--- config.mk ---
export PLATFORM = sky130hd
export DESIGN_NAME = ams_sequencer
export DESIGN_NICKNAME = d
export VERILOG_FILES = /design/src/logic/ams_pkg.sv /design/src/logic/ams_sequencer.sv
export SDC_FILE = /design/constraint.sdc
export NUM_CORES = 1
export LEC_CHECK = 0
export CELL_PAD_IN_SITES_DETAIL_PLACEMENT = 0
export CELL_PAD_IN_SITES_GLOBAL_PLACEMENT = 1
export CORE_ASPECT_RATIO = 0.6
export CORE_MARGIN = 10
export CORE_UTILIZATION = 35
export CTS_BUF_LIST = sky130_fd_sc_hd__clkbuf_8
export CTS_CLUSTER_DIAMETER = 40
export CTS_CLUSTER_SIZE = 40
export DETAILED_ROUTE_END_ITERATION = 16
export DONT_BUFFER_PORTS = 1
export PLACE_DENSITY_LB_ADDON = 0.1
export SETUP_SLACK_MARGIN = 0.3
export SLEW_MARGIN = 20
export SYNTH_ARGS = -nofsm -noshare
export SYNTH_HDL_FRONTEND = slang
export SYNTH_SLANG_ARGS = --single-unit
--- constraint.sdc ---
create_clock -name ref_clk -period 3.41 [get_ports ref_clk]
set_input_delay 0.5115 -clock ref_clk [delete_from_list [all_inputs] [get_ports ref_clk]]
set_output_delay 0.5115 -clock ref_clk [all_outputs]
set_load 0.02 [all_outputs]
--- src/logic/ams_pkg.sv ---
// package: register map, field layout and states of the converter sequencer
package ams_pkg;

  // ==========================================================
  // register word addresses
  localparam logic [3:0] CTRL_ADDR   = 4'h0;
  localparam logic [3:0] SWEEP_ADDR  = 4'h1;
  localparam logic [3:0] STATUS_ADDR = 4'h2;
  localparam logic [3:0] MASK_ADDR   = 4'h3;
  localparam logic [3:0] RESULT_BASE = 4'h8;

  // ==========================================================
  // control register fields
  localparam int MODE_LSB  = 0;
  localparam int CHAN_LSB  = 2;
  localparam int TRIG_BIT  = 5;
  localparam int START_BIT = 6;

  // sweep register fields
  localparam int SCAN_LOW_BIT  = 0;
  localparam int SCAN_HIGH_BIT = 1;
  localparam int EMPH_BIT      = 2;

  // status and mask fields
  localparam int DONE_BIT = 0;

  // ==========================================================
  // reset values
  localparam logic [6:0] CTRL_RST   = 7'h00;
  localparam logic [2:0] SWEEP_RST  = 3'h0;
  localparam logic       STATUS_RST = 1'h0;
  localparam logic       MASK_RST   = 1'h0;

  // ==========================================================
  // conversion modes held in the mode field
  typedef enum logic [1:0] {
    MODE_ONESHOT = 2'h0,
    MODE_REPEAT  = 2'h1,
    MODE_SWEEP   = 2'h2,
    MODE_RSWEEP0 = 2'h3
  } ams_mode_type;

  // sequencer states
  typedef enum logic [2:0] {
    ST_IDLE = 3'b001,
    ST_ARM  = 3'b010,
    ST_CONV = 3'b100
  } ams_state_type;

endpackage

--- src/logic/ams_sequencer.sv ---
// module: mode sequencer for an eight-channel analog-to-digital converter
// Functional notes
// RQ1: one-shot mode converts only the selected channel, once per start.
// RQ2: writing 1 to the start flag begins conversion in the selected mode.
// RQ3: one-shot and single sweep self-clear the start flag unless triggered.
// RQ4: writing 0 to the start flag stops every mode; repeat modes end only so.
// RQ5: one-shot and single sweep raise an interrupt request when done.
// RQ6: repeat mode converts the selected channel until stopped, no interrupt.
// RQ7: single sweep converts a group of 2, 4, 6 or 8 channels from 0, once.
// RQ8: repeat sweep 0 sweeps the group continuously with no interrupt.
// RQ9: repeat sweep 1 cycles all channels, emphasised group between each one; the sequencer puts one emphasised channel, in turn, between each.
// RQ10: the emphasised group is 1 to 4 channels starting at channel zero.
// RQ11: one-shot and repeat convert the input chosen by channel select.
// RQ12: each result lands in its channel's result register, readable any time.
// RQ13: the two-bit group field means 2/4/6/8 channels, or 1/2/3/4 in sweep 1.
// RQ14: the emphasis bit at 1 selects repeat sweep 1, at 0 the other modes.
// RQ15: a result register changes only when its conversion has fully finished.
`timescale 1ns/1ps

module ams_sequencer #(
  parameter int DATA_W = 10
) (
  input  wire logic              ref_clk,
  input  wire logic              srst,
  input  wire logic              ce,
  input  wire logic [3:0]        regAddr,
  input  wire logic [15:0]       regWdata,
  input  wire logic              regWr,
  input  wire logic              regRd,
  output logic      [15:0]       regRdata,
  input  wire logic              extTrig,
  output logic                   convStart,
  output logic      [2:0]        convChannel,
  input  wire logic              convDone,
  input  wire logic [DATA_W-1:0] convData,
  output logic                   irq
);

  // ==========================================================
  // helpers
  function automatic logic [2:0] sweepLast(input logic [1:0] scan);
    sweepLast = {scan, 1'b1};
  endfunction

  function automatic logic [2:0] emphLast(input logic [1:0] scan);
    emphLast = {1'b0, scan};
  endfunction

  // ==========================================================
  // state
  ams_pkg::ams_state_type   state_r;
  logic [1:0]               mode_r;
  logic [2:0]               chanSel_r;
  logic                     trigSel_r;
  logic                     startFlag_r;
  logic [1:0]               scan_r;
  logic                     emph_r;
  logic                     status_r;
  logic                     mask_r;
  logic [2:0]               curChan_r;
  logic                     emphTurn_r;
  logic [2:0]               emphPtr_r;
  logic [2:0]               otherPtr_r;
  logic [DATA_W-1:0]        result_r [8];
  logic                     trigS1_r;
  logic                     trigS2_r;
  logic                     trigS3_r;
  logic                     trigLevel_r;
  logic                     convStart_r;
  logic [2:0]               convChannel_r;
  logic [15:0]              regRdata_r;
  logic                     irq_r;

  // ==========================================================
  // decode
  logic ctrlWr;
  logic stopWr;
  logic isRs1;
  logic oneShot;
  logic singleSweep;
  logic trigEvent;
  logic convEnd;
  logic finish;
  logic [2:0] firstChan;
  logic [2:0] nextChan;

  assign ctrlWr  = regWr && (regAddr == ams_pkg::CTRL_ADDR);
  assign stopWr  = ctrlWr && !regWdata[ams_pkg::START_BIT];
  assign isRs1   = emph_r; // [RQ14]
  assign oneShot = !isRs1 && (mode_r == ams_pkg::MODE_ONESHOT);
  assign singleSweep = !isRs1 && (mode_r == ams_pkg::MODE_SWEEP);
  assign trigEvent = trigS2_r && trigS3_r && !trigLevel_r;
  assign convEnd = (state_r == ams_pkg::ST_CONV) && convDone && !stopWr;

  // single runs end after one channel or at the top of the group
  always_comb begin
    finish = 1'b0;
    if (oneShot) begin
      finish = 1'b1; // [RQ1]
    end else if (singleSweep) begin
      finish = (curChan_r == sweepLast(scan_r)); // [RQ7]
    end
  end

  always_comb begin
    if (isRs1 || mode_r[1]) begin
      firstChan = 3'h0;
    end else begin
      firstChan = chanSel_r; // [RQ11]
    end
  end

  // channel to convert after the current one
  always_comb begin
    nextChan = curChan_r;
    if (isRs1) begin
      if (emphTurn_r) begin
        nextChan = otherPtr_r; // [RQ9]
      end else if (emphPtr_r == emphLast(scan_r)) begin
        nextChan = 3'h0; // [RQ10]
      end else begin
        nextChan = emphPtr_r + 3'h1;
      end
    end else if (mode_r == ams_pkg::MODE_REPEAT) begin
      nextChan = chanSel_r; // [RQ6]
    end else if (mode_r[1]) begin
      if (curChan_r == sweepLast(scan_r)) begin
        nextChan = 3'h0; // [RQ8] [RQ13]
      end else begin
        nextChan = curChan_r + 3'h1;
      end
    end
  end

  // ==========================================================
  // trigger pin synchroniser and filter
  always_ff @(posedge ref_clk) begin
    if (srst) begin
      trigS1_r <= 1'b0;
      trigS2_r <= 1'b0;
      trigS3_r <= 1'b0;
      trigLevel_r <= 1'b0;
    end else if (ce) begin
      trigS1_r <= extTrig;
      trigS2_r <= trigS1_r;
      trigS3_r <= trigS2_r;
      if (trigS2_r == trigS3_r) begin
        trigLevel_r <= trigS3_r;
      end
    end
  end

  // ==========================================================
  // control registers
  always_ff @(posedge ref_clk) begin
    if (srst) begin
      mode_r      <= ams_pkg::CTRL_RST[1:0];
      chanSel_r   <= ams_pkg::CTRL_RST[4:2];
      trigSel_r   <= ams_pkg::CTRL_RST[ams_pkg::TRIG_BIT];
      startFlag_r <= ams_pkg::CTRL_RST[ams_pkg::START_BIT];
    end else if (ce) begin
      if (ctrlWr) begin
        mode_r      <= regWdata[ams_pkg::MODE_LSB +: 2];
        chanSel_r   <= regWdata[ams_pkg::CHAN_LSB +: 3];
        trigSel_r   <= regWdata[ams_pkg::TRIG_BIT];
        startFlag_r <= regWdata[ams_pkg::START_BIT]; // [RQ2] [RQ4]
      end else if (convEnd && finish && !trigSel_r) begin
        startFlag_r <= 1'b0; // [RQ3]
      end
    end
  end

  always_ff @(posedge ref_clk) begin
    if (srst) begin
      scan_r <= ams_pkg::SWEEP_RST[1:0];
      emph_r <= ams_pkg::SWEEP_RST[ams_pkg::EMPH_BIT];
    end else if (ce && regWr && (regAddr == ams_pkg::SWEEP_ADDR)) begin
      scan_r <= {regWdata[ams_pkg::SCAN_HIGH_BIT],
                 regWdata[ams_pkg::SCAN_LOW_BIT]};
      emph_r <= regWdata[ams_pkg::EMPH_BIT];
    end
  end

  // ==========================================================
  // interrupt status, mask and output
  always_ff @(posedge ref_clk) begin
    if (srst) begin
      status_r <= ams_pkg::STATUS_RST;
      mask_r   <= ams_pkg::MASK_RST;
      irq_r    <= 1'b0;
    end else if (ce) begin
      // set wins over write-one-to-clear
      status_r <= (status_r && !(regWr && regAddr == ams_pkg::STATUS_ADDR
                   && regWdata[ams_pkg::DONE_BIT]))
                  || (convEnd && finish); // [RQ5]
      if (regWr && regAddr == ams_pkg::MASK_ADDR) begin
        mask_r <= regWdata[ams_pkg::DONE_BIT];
      end
      irq_r <= status_r && mask_r;
    end
  end

  // ==========================================================
  // sequencer
  always_ff @(posedge ref_clk) begin
    if (srst) begin
      state_r       <= ams_pkg::ST_IDLE;
      curChan_r     <= 3'h0;
      emphTurn_r    <= 1'b0;
      emphPtr_r     <= 3'h0;
      otherPtr_r    <= 3'h0;
      convStart_r   <= 1'b0;
      convChannel_r <= 3'h0;
    end else if (ce) begin
      convStart_r <= 1'b0;
      unique case (state_r)
        ams_pkg::ST_IDLE: begin
          if (startFlag_r && !stopWr) begin
            curChan_r  <= firstChan;
            emphTurn_r <= 1'b1;
            emphPtr_r  <= 3'h0;
            otherPtr_r <= emphLast(scan_r) + 3'h1;
            if (trigSel_r) begin
              state_r <= ams_pkg::ST_ARM;
            end else begin
              state_r       <= ams_pkg::ST_CONV; // [RQ2]
              convStart_r   <= 1'b1;
              convChannel_r <= firstChan;
            end
          end
        end
        ams_pkg::ST_ARM: begin
          if (stopWr) begin
            state_r <= ams_pkg::ST_IDLE; // [RQ4]
          end else if (trigEvent) begin
            state_r       <= ams_pkg::ST_CONV;
            convStart_r   <= 1'b1;
            convChannel_r <= curChan_r;
          end
        end
        ams_pkg::ST_CONV: begin
          if (stopWr) begin
            state_r <= ams_pkg::ST_IDLE; // [RQ4]
          end else if (convDone) begin
            if (finish) begin
              curChan_r <= firstChan;
              state_r   <= trigSel_r ? ams_pkg::ST_ARM : ams_pkg::ST_IDLE;
            end else begin
              curChan_r     <= nextChan;
              convStart_r   <= 1'b1;
              convChannel_r <= nextChan;
            end
            if (isRs1) begin
              emphTurn_r <= !emphTurn_r;
              if (emphTurn_r) begin
                emphPtr_r <= nextChan == 3'h0 ? 3'h0 : emphPtr_r;
              end else begin
                emphPtr_r <= nextChan;
              end
              if (emphTurn_r) begin
                otherPtr_r <= (otherPtr_r == 3'h7)
                              ? emphLast(scan_r) + 3'h1
                              : otherPtr_r + 3'h1;
              end
            end
          end
        end
      endcase
    end
  end

  // ==========================================================
  // result registers, written only on a finished conversion
  always_ff @(posedge ref_clk) begin
    if (srst) begin
      for (int i = 0; i < 8; i++) begin
        result_r[i] <= '0;
      end
    end else if (ce && convEnd) begin
      result_r[curChan_r] <= convData; // [RQ12] [RQ15]
    end
  end

  // ==========================================================
  // read port, data one cycle after the strobe
  always_ff @(posedge ref_clk) begin
    if (srst) begin
      regRdata_r <= 16'h0000;
    end else if (ce) begin
      regRdata_r <= 16'h0000;
      if (regRd) begin
        if (regAddr[3]) begin
          regRdata_r <= 16'(result_r[regAddr[2:0]]); // [RQ12]
        end else begin
          unique case (regAddr)
            ams_pkg::CTRL_ADDR:
              regRdata_r <= {9'h000, startFlag_r, trigSel_r,
                             chanSel_r, mode_r};
            ams_pkg::SWEEP_ADDR:
              regRdata_r <= {13'h0000, emph_r, scan_r};
            ams_pkg::STATUS_ADDR:
              regRdata_r <= {15'h0000, status_r};
            ams_pkg::MASK_ADDR:
              regRdata_r <= {15'h0000, mask_r};
            default:
              regRdata_r <= 16'h0000;
          endcase
        end
      end
    end
  end

  assign regRdata    = regRdata_r;
  assign convStart   = convStart_r;
  assign convChannel = convChannel_r;
  assign irq         = irq_r;
endmodule

# After elaboration in Yosys (flattened, before gate mapping)
# Memory sizes are Yosys's and may differ from the RTL's.
# Cells that the tools add are included.
[op_classes]
addsub = 4
eq_ne = 25
n_mux = 71
n_reduce_logical = 44
[op_table]
columns = ["cell", "n"]
rows = [
  ["$mux 3", 38],
  ["$mux 10", 3],
  ["$pmux 7 s4", 1],
  ["$mux 1", 21],
  ["$logic_and 1x1->1", 19],
  ["$ne 2x2->1 const B", 9],
  ["$pmux 3 s2", 3],
  ["$pmux 3 s3", 2],
  ["$reduce_and 7->1", 2],
  ["$reduce_and 5->1", 2],
  ["$reduce_or 10->1", 1],
  ["$add 3x1->3 const B", 3],
  ["$ne 3x3->1 const B", 3],
  ["$eq 4x2->1 const B", 2],
  ["$reduce_and 2->1", 4],
  ["$reduce_and 8->1", 1],
  ["$logic_not 1->1", 7],
  ["$eq 3x3->1 const B", 2],
  ["$reduce_and 6->1", 1],
  ["$eq 4x1->1 const B", 1],
  ["$logic_not 4->1", 1],
  ["$reduce_bool 2->1", 2],
  ["$add 2x1->3 const B", 1],
  ["$eq 3x1->1 const B", 1],
  ["other kinds (13)", 14],
]
[totals]
register_bits = 50
ram_bits = 80
in_bits = 37
out_inout_bits = 21
n_memories = 1
[memory_table]
columns = ["memory", "depth", "width", "read_ports", "rd_ports_with_merged_regs", "write_ports", "line_no", "source"]
rows = [
  ["result_r", 8, 10, 1, 0, 8, "ams_sequencer.sv:64", "logic [DATA_W-1:0] result_r [8];"],
]

# Longest topological paths before layout
# Gate-level depths: netlist of run 1.
[logic_depth]
ltp_word = 12
mapped_depth = 8

# Worst setup path after synthesis of run 1
# OpenSTA, ideal clock, no wires.
[synth_timing]
kind = "in2reg"
start = "input regAddr[2]"
end = "memory result_r[3][0], enable pin"
setup_ps = 391
arrival_time_ps = 2373
required_ps = 3019
setup_slack_ps = 646
stages = 6
n_path_buf = 2
path_cell_list = "buf_2 -> or4_4 -> o211ai_2 -> or4b_4 -> buf_6 -> o21ai_0"
[synth_lines]
columns = ["item", "line_no", "source"]
rows = [
  ["from (decl)", "ams_sequencer.sv:26", "input wire logic [3:0] regAddr,"],
  ["to (decl)", "ams_sequencer.sv:64", ""],
]

==> results.md, run 1 <==
- Max incr delay on CP: 0.72 ns
- Dpl hpwl: 12.20 mm
- Post_cts resized: 0
- Vias per inst: 5.425
- DRT Wirelength: 16.92 mm
- Row cnt: 37
- CP startpoint kind: register
- Synth area leaders: edfxtp_1 (38%), dfxtp_1 (14%), and2_1 (8.1%)
- Synth top area share: 37.94%
- R2R Path Start: state_r[2]
- RSZ-0062 raised after global routing: no
- Placed insts: 754
- Setup Skew: 0.008936 ns
- Met1 GRT Util: 21.04%
- CTS Root Cell: clkbuf_8
- Post-synth top cells: and2_1 (82), edfxtp_1 (80), dfxtp_1 (44)
- Gate Count Post-Synth: 546
- Pwr Density: 454.9 mW/mm^2
- Setup TNS: 0 ns
- P_leak: 2.419 nW
- # hold bufs at CTS: 0
- Main synth FF type: edfxtp_1
- Worst setup EP type: register
- DRC violations left: 0
- Initial Util: 36.28%
- VDD IR max: 184.2 uV
- First-pass GRT wire length: 25.76 mm
- Final worst-path setup slack: 0.6009 ns
- Ant diodes: 0
- Pre-CTS setup slack: 0.6065 ns
- Clk sink count: 124
- Post-synth EDFFs: 80
- Nets: 582
- Fill cell count: 1647
- R2r endpoint: result_r[0][2]
- CP top delay family: simple AND/OR/NAND/NOR gates
- GPL Wtd Cong: 0.7735
- CTS tree: done
- Worst EP arrival: 2.89 ns
- DRT antenna net count: 0
- Gr usage total: 14.32%
- Final Max Tran Viols: 0
- Pin count of the biggest net entering global routing: 44
- Tmin final: 2.809 ns
- Post-CTS setup buffers: 0
- Cell Count, Final, Fillers Out: 786
- Critical path buffers and inverters: 0
- Yosys warning count: 0
- Die height: 124.2 um
- Crit Path Max Fanout: 13
- Worst Reg-to-Reg Cells: 4
- Vias in the first global route: 4089
- Cells along the critical path: or3b_4 > or4_1 > nor3_2 > or2_1
- Core ar.: 0.01745 sq mm
- Iter 0 DRT Violations: 396
- Worst Setup SP: state_r[2]
- Run status: finished, final reports clean
- Multi-input logic area: 0.002798 sq mm
- DRT Pass-1 Iters: 5
- PortBufs: 0
- Worst hold path type: in2reg
- Met2 GRT Util: 18.51%
- Share of cells above drive strength 1: 16.30%
- Via count: 4264
- Yosys reg bits: 124
- Worst-Skew Late Latency: 0.45 ns
- Slew headroom: 52.99%
- Count leader, synth: and2_1
- Most used routing layer: met1
- Asr flop ratio synth: 0%
- Die W: 193.7 um
- GR Overflow Total: 0
- Area Growth Syn to Fin: 8.615%
- Initial antenna violation count: 0
- Reg clk slew, reported paths: 0.07 ns
- Slowest cell on the critical path: or4_1
- Cell variety after synth: 67
- Dominant cell type by area after synthesis: edfxtp_1
- Cell count along the critical path: 4
- Post-Syn Area per Cell: 11.60 sq um
- Final-report setup violation count: 0
- FMAX: 0.3560 GHz
- Seq/Total Area, Yosys: 51.85%
- Max-Cap Viols: 0
- Io pins: 58
- Worst reg2reg setup slack: 0.60 ns
- Post-DR wirelength/cell: 21.53 um
- CP Class: reg2reg
- Tightest Pin Transition: 0.6987 ns
- CP Data Required Time: 3.49 ns
- Die Footprint: 0.02405 sq mm
- Num CTS Buffers: 17
- CP Capture Point: result_r[0][2]
- Period Utilization, post-route: 82.38%
- Hold Violations, Final: 0
- Max Root-Sink Buffers: 2
- Grt met3 use: 5.314%
- Sequential cell area: 0.003283 sq mm
- H-Tree Depth: 4
- Cell area after synthesis: 0.006332 sq mm
[sequential cells by signal, summed over array words and instances (netlist names)]
register     count
mode_r           2
irq              1
otherPtr_r       3
mask_r           1
trigLevel_r      1
convStart        1
emphPtr_r        3
trigS3_r         1
regRdata        10
curChan_r        3
trigS2_r         1
chanSel_r        3
state_r          3
emphTurn_r       1
scan_r           2
trigSel_r        1
startFlag_r      1
trigS1_r         1
status_r         1
convChannel      3
result_r        80
emph_r           1
[final cells by class]
cell class              instances  share of cell area, %
repair buffers                 12                  1.310
inverters                      10                 0.5458
well taps                     234                  4.257
multi-input cells             374                  40.68
flip-flops and latches        124                  47.74
clock inverters                14                  1.874
clock buffers                  18                  3.602
[where the power goes]
part	total (W)	switching [W]	internal [W]
clock network	0.00127	0.000606	0.000659
registers	0.00168	0.0000391	0.00164
logic	0.000186	0.000101	0.0000850
[routing by layer]
layer	wire, um	part of all wire [%]
met2	6467	38
met3	1550	9.2
met5	0	0
met1	8702	51
met4	199	1.2
[cells in the final DEF (no fill, tap or decap), types with 14 or more instances in the layout]
cell      Yosys  routed
mux4_2       21      21
and2_1       82      82
dfxtp_1      44      44
inv_1        10      14
a21oi_1      25      25
mux2i_1      15      15
o21ai_0      20      20
nor2_1       38      38
edfxtp_1     80      80
nand2_1      27      27
clkbuf_8      0      18
[through the flow]
stage,utilization [%],power [W],hold slack [ns],area [sq um]
after floorplan,-,0.001874,0.4483,6351
after detailed placement,37.25,0.001897,0.4644,6501
after global placement,37.25,0.001894,0.4529,6501
after global routing,39.41,0.003240,0.1010,6878
final,39.41,0.003129,0.1249,6878
after CTS,39.41,0.003154,0.1008,6878
[worst min path at each step]
stage                startpoint     endpoint  slack (ns)  cells past startpoint
finish                     srst    mode_r[1]        0.12                      1
global route               srst    mode_r[1]        0.10                      1
floorplan           trigLevel_r  trigLevel_r        0.45                      2
global placement    trigLevel_r  trigLevel_r        0.45                      2
detailed placement  trigLevel_r  trigLevel_r        0.46                      2
CTS                        srst    mode_r[1]        0.10                      1
[cell families (layout without fill, tap and decap cells)]
logic type	Yosys count	count (layout)	synth area share, %
other	1	6	0.05922
multiplexers	44	44	11.26
flip-flops	124	124	51.85
AND/OR/NAND/NOR	215	215	19.90
AO/OA/AOI/OAI	97	97	10.65
adder cells (fa/ha/maj)	6	6	1.186
XOR/XNOR	6	6	0.8300
buffers and inverters	53	54	4.268
Note: power is estimated with default switching activity, not from simulation.
==> inputs of run 2 (changes only) <==
==> constraint.sdc (replaced) <==
create_clock -name ref_clk -period 2.3 [get_ports ref_clk]
set_input_delay 0.345 -clock ref_clk [delete_from_list [all_inputs] [get_ports ref_clk]]
set_output_delay 0.345 -clock ref_clk [all_outputs]
set_load 0.02 [all_outputs]
==> results.md, run 2 (synthesis gave the netlist of run 1 again) <==
- Crit Path Max Fanout: 10 (-3)
- Area Growth Syn to Fin: 18.44%
- Slew headroom: 63.70% (+11 points)
- Hold Violations, Final: 0 (unchanged)
- Worst hold path type: in2reg
- Fill cell count: 1625 (-1.3%)
- First-pass GRT wire length: 28.06 mm (+8.9%)
- Worst-Skew Late Latency: 0.44 ns (about the same)
- RSZ-0062 raised after global routing: yes
- CP Class: reg2reg
- FMAX: 0.4724 GHz (+33%)
- Tightest Pin Transition: 0.5425 ns (-0.1562 ns)
- Max reg flops: 80 (unchanged)
- Iter 0 DRT Violations: 446 (+13%)
- DRT Wirelength: 18.57 mm (+9.8%)
- Tmin final: 2.117 ns (-0.6921 ns)
- Pin count of the biggest net entering global routing: 36 (-18%)
- CTS tree: done
- CTS Root Cell: clkbuf_8
- Reg clk slew, reported paths: 0.09 ns (+0.02 ns)
- Io pins: 58 (unchanged)
- Nets: 614 (+5.5%)
- GPL Wtd Cong: 0.8257 (+6.7%)
- CP startpoint kind: register
- Max-Cap Viols: 0 (unchanged)
- Worst EP arrival: 2.27 ns (-0.62 ns)
- Initial Util: 36.28% (unchanged)
- Post-DR wirelength/cell: 22.70 um (+5.5%)
- Die W: 193.7 um (unchanged)
- Setup TNS: 0 ns (unchanged)
- Die Footprint: 0.02405 sq mm (unchanged)
- DRC violations left: 0 (unchanged)
- Final-report setup violation count: 0 (unchanged)
- Final Max Tran Viols: 0 (unchanged)
- Period Utilization, post-route: 92.04% (+9.7 points)
- Run status: finished, final reports clean
- Num CTS Buffers: 17 (unchanged)
- Commonest non-fill, non-tap cell in the layout: and2_1
- H-Tree Depth: 4 (unchanged)
- Initial antenna violation count: 0 (unchanged)
- VDD IR max: 273.1 uV (+48%)
- Via count: 4391 (+3.0%)
- Most frequent cells in the layout: and2_1 (82), edfxtp_1 (80), dfxtp_1 (39)
- Gr usage total: 15.68% (+1.4 points)
- Share of cells above drive strength 1: 25.34% (+9.0 points)
- PortBufs: 0 (unchanged)
- DRT Pass-1 Iters: 5 (unchanged)
- Die height: 124.2 um (unchanged)
- Row cnt: 37 (unchanged)
- Pwr Density: 613.9 mW/mm^2 (+35%)
- Clk sink count: 124 (unchanged)
- Dpl hpwl: 12.95 mm (+6.1%)
- Core ar.: 0.01745 sq mm (unchanged)
- Ant diodes: 0 (unchanged)
- Max Root-Sink Buffers: 2 (unchanged)
- GR Overflow Total: 0 (unchanged)
- DRT antenna net count: 0 (unchanged)
- Worst setup EP type: register
- Setup Skew: 0.01368 ns (+0.004748 ns)
- Pre-CTS setup slack: 0.1679 ns (-0.4385 ns)
- Vias per inst: 5.368 (-1.1%)
- Final worst-path setup slack: 0.1830 ns (-0.4179 ns)
- Vias in the first global route: 4331 (+5.9%)
- Top reg by flops: result_r
- CP Data Required Time: 2.45 ns (-1.04 ns)
- Finished Core Util: 42.97% (+3.6 points)
- P_leak: 2.660 nW (+10%)
run 2: cell count changes in the layout (fill, tap and decap cells not counted), moves of 5 or more:
cell,previous run,this run
buf_12,0,16
buf_4,12,19
buf_6,0,5
dfxtp_1,44,39
dfxtp_2,0,5
o21ai_0,20,13
o21ai_4,0,6
run 2: critical path, stage by stage (launching register included):
cell	delay [ns]
dfxtp_1	0.32
or3b_4	0.44
or4_4	0.47
buf_12	0.16
buf_12	0.14
o21ai_4	0.14
buf_12	0.16
run 2: timing repair:
| action | in CTS | in global routing |
|---|---|---|
| pin swaps | 8 | 2 |
| hold buffers | 1 | 1 |
| setup endpoints to repair | 161 | 175 |
| resized for setup | 16 | 12 |
| buffers inserted | 11 | 0 |
| gates cloned | 3 | 0 |
| endpoints found under the hold margin | 35 | 1 |
run 2: power by group:
group	internal [W]	switching [W]
registers	0.00243	0.0000461
logic	0.000173	0.000197
clock network	0.000761	0.000999
run 2: worst paths after layout:
path,slack [ns],end,start,cells past startpoint
setup / recovery,0.18,result_r[6][5],state_r[0],6
hold / removal,0.03,mode_r[0],regWdata[0],2
setup reg to reg,0.18,result_r[6][5],state_r[0],6
hold reg to reg,0.48,trigLevel_r,trigLevel_r,2
run 2: through the flow:
stage / power [W] / cell area (sq um) / hold slack (ns) / cells
6_report: 0.004604 / 7500 / 0.02665 / 818
2_1_floorplan: 0.002790 / 6455 / 0.4483 / 551
3_3_place_gp: 0.002845 / 6782 / 0.4204 / 770
5_1_grt: 0.004788 / 7500 / 0.01332 / 818
4_1_cts: 0.004641 / 7430 / 0.001021 / 817
3_5_place_dp: 0.002851 / 6782 / 0.4225 / 770
run 2: layout make-up:
class / instances / area, sq um / share of cell area, %
clock buffer: 17 / 234.0 / 3.120
clock inverter: 15 / 120.1 / 1.602
inverter: 10 / 37.54 / 0.5005
multi-input combinational: 376 / 2969 / 39.59
sequential: 124 / 3289 / 43.86
tap: 234 / 292.8 / 3.904
timing repair buffer: 42 / 556.8 / 7.424
run 2: layer usage:
metal | vias to the layer above | GRT usage [%] | part of all wire, %
met5 | - | 0 | 0
met2 | 135 | 20.32 | 38
met3 | 12 | 4.240 | 9.0
met4 | 0 | 4.050 | 0.83
met1 | 2175 | 24.37 | 52
li1 | 2069 | - | -
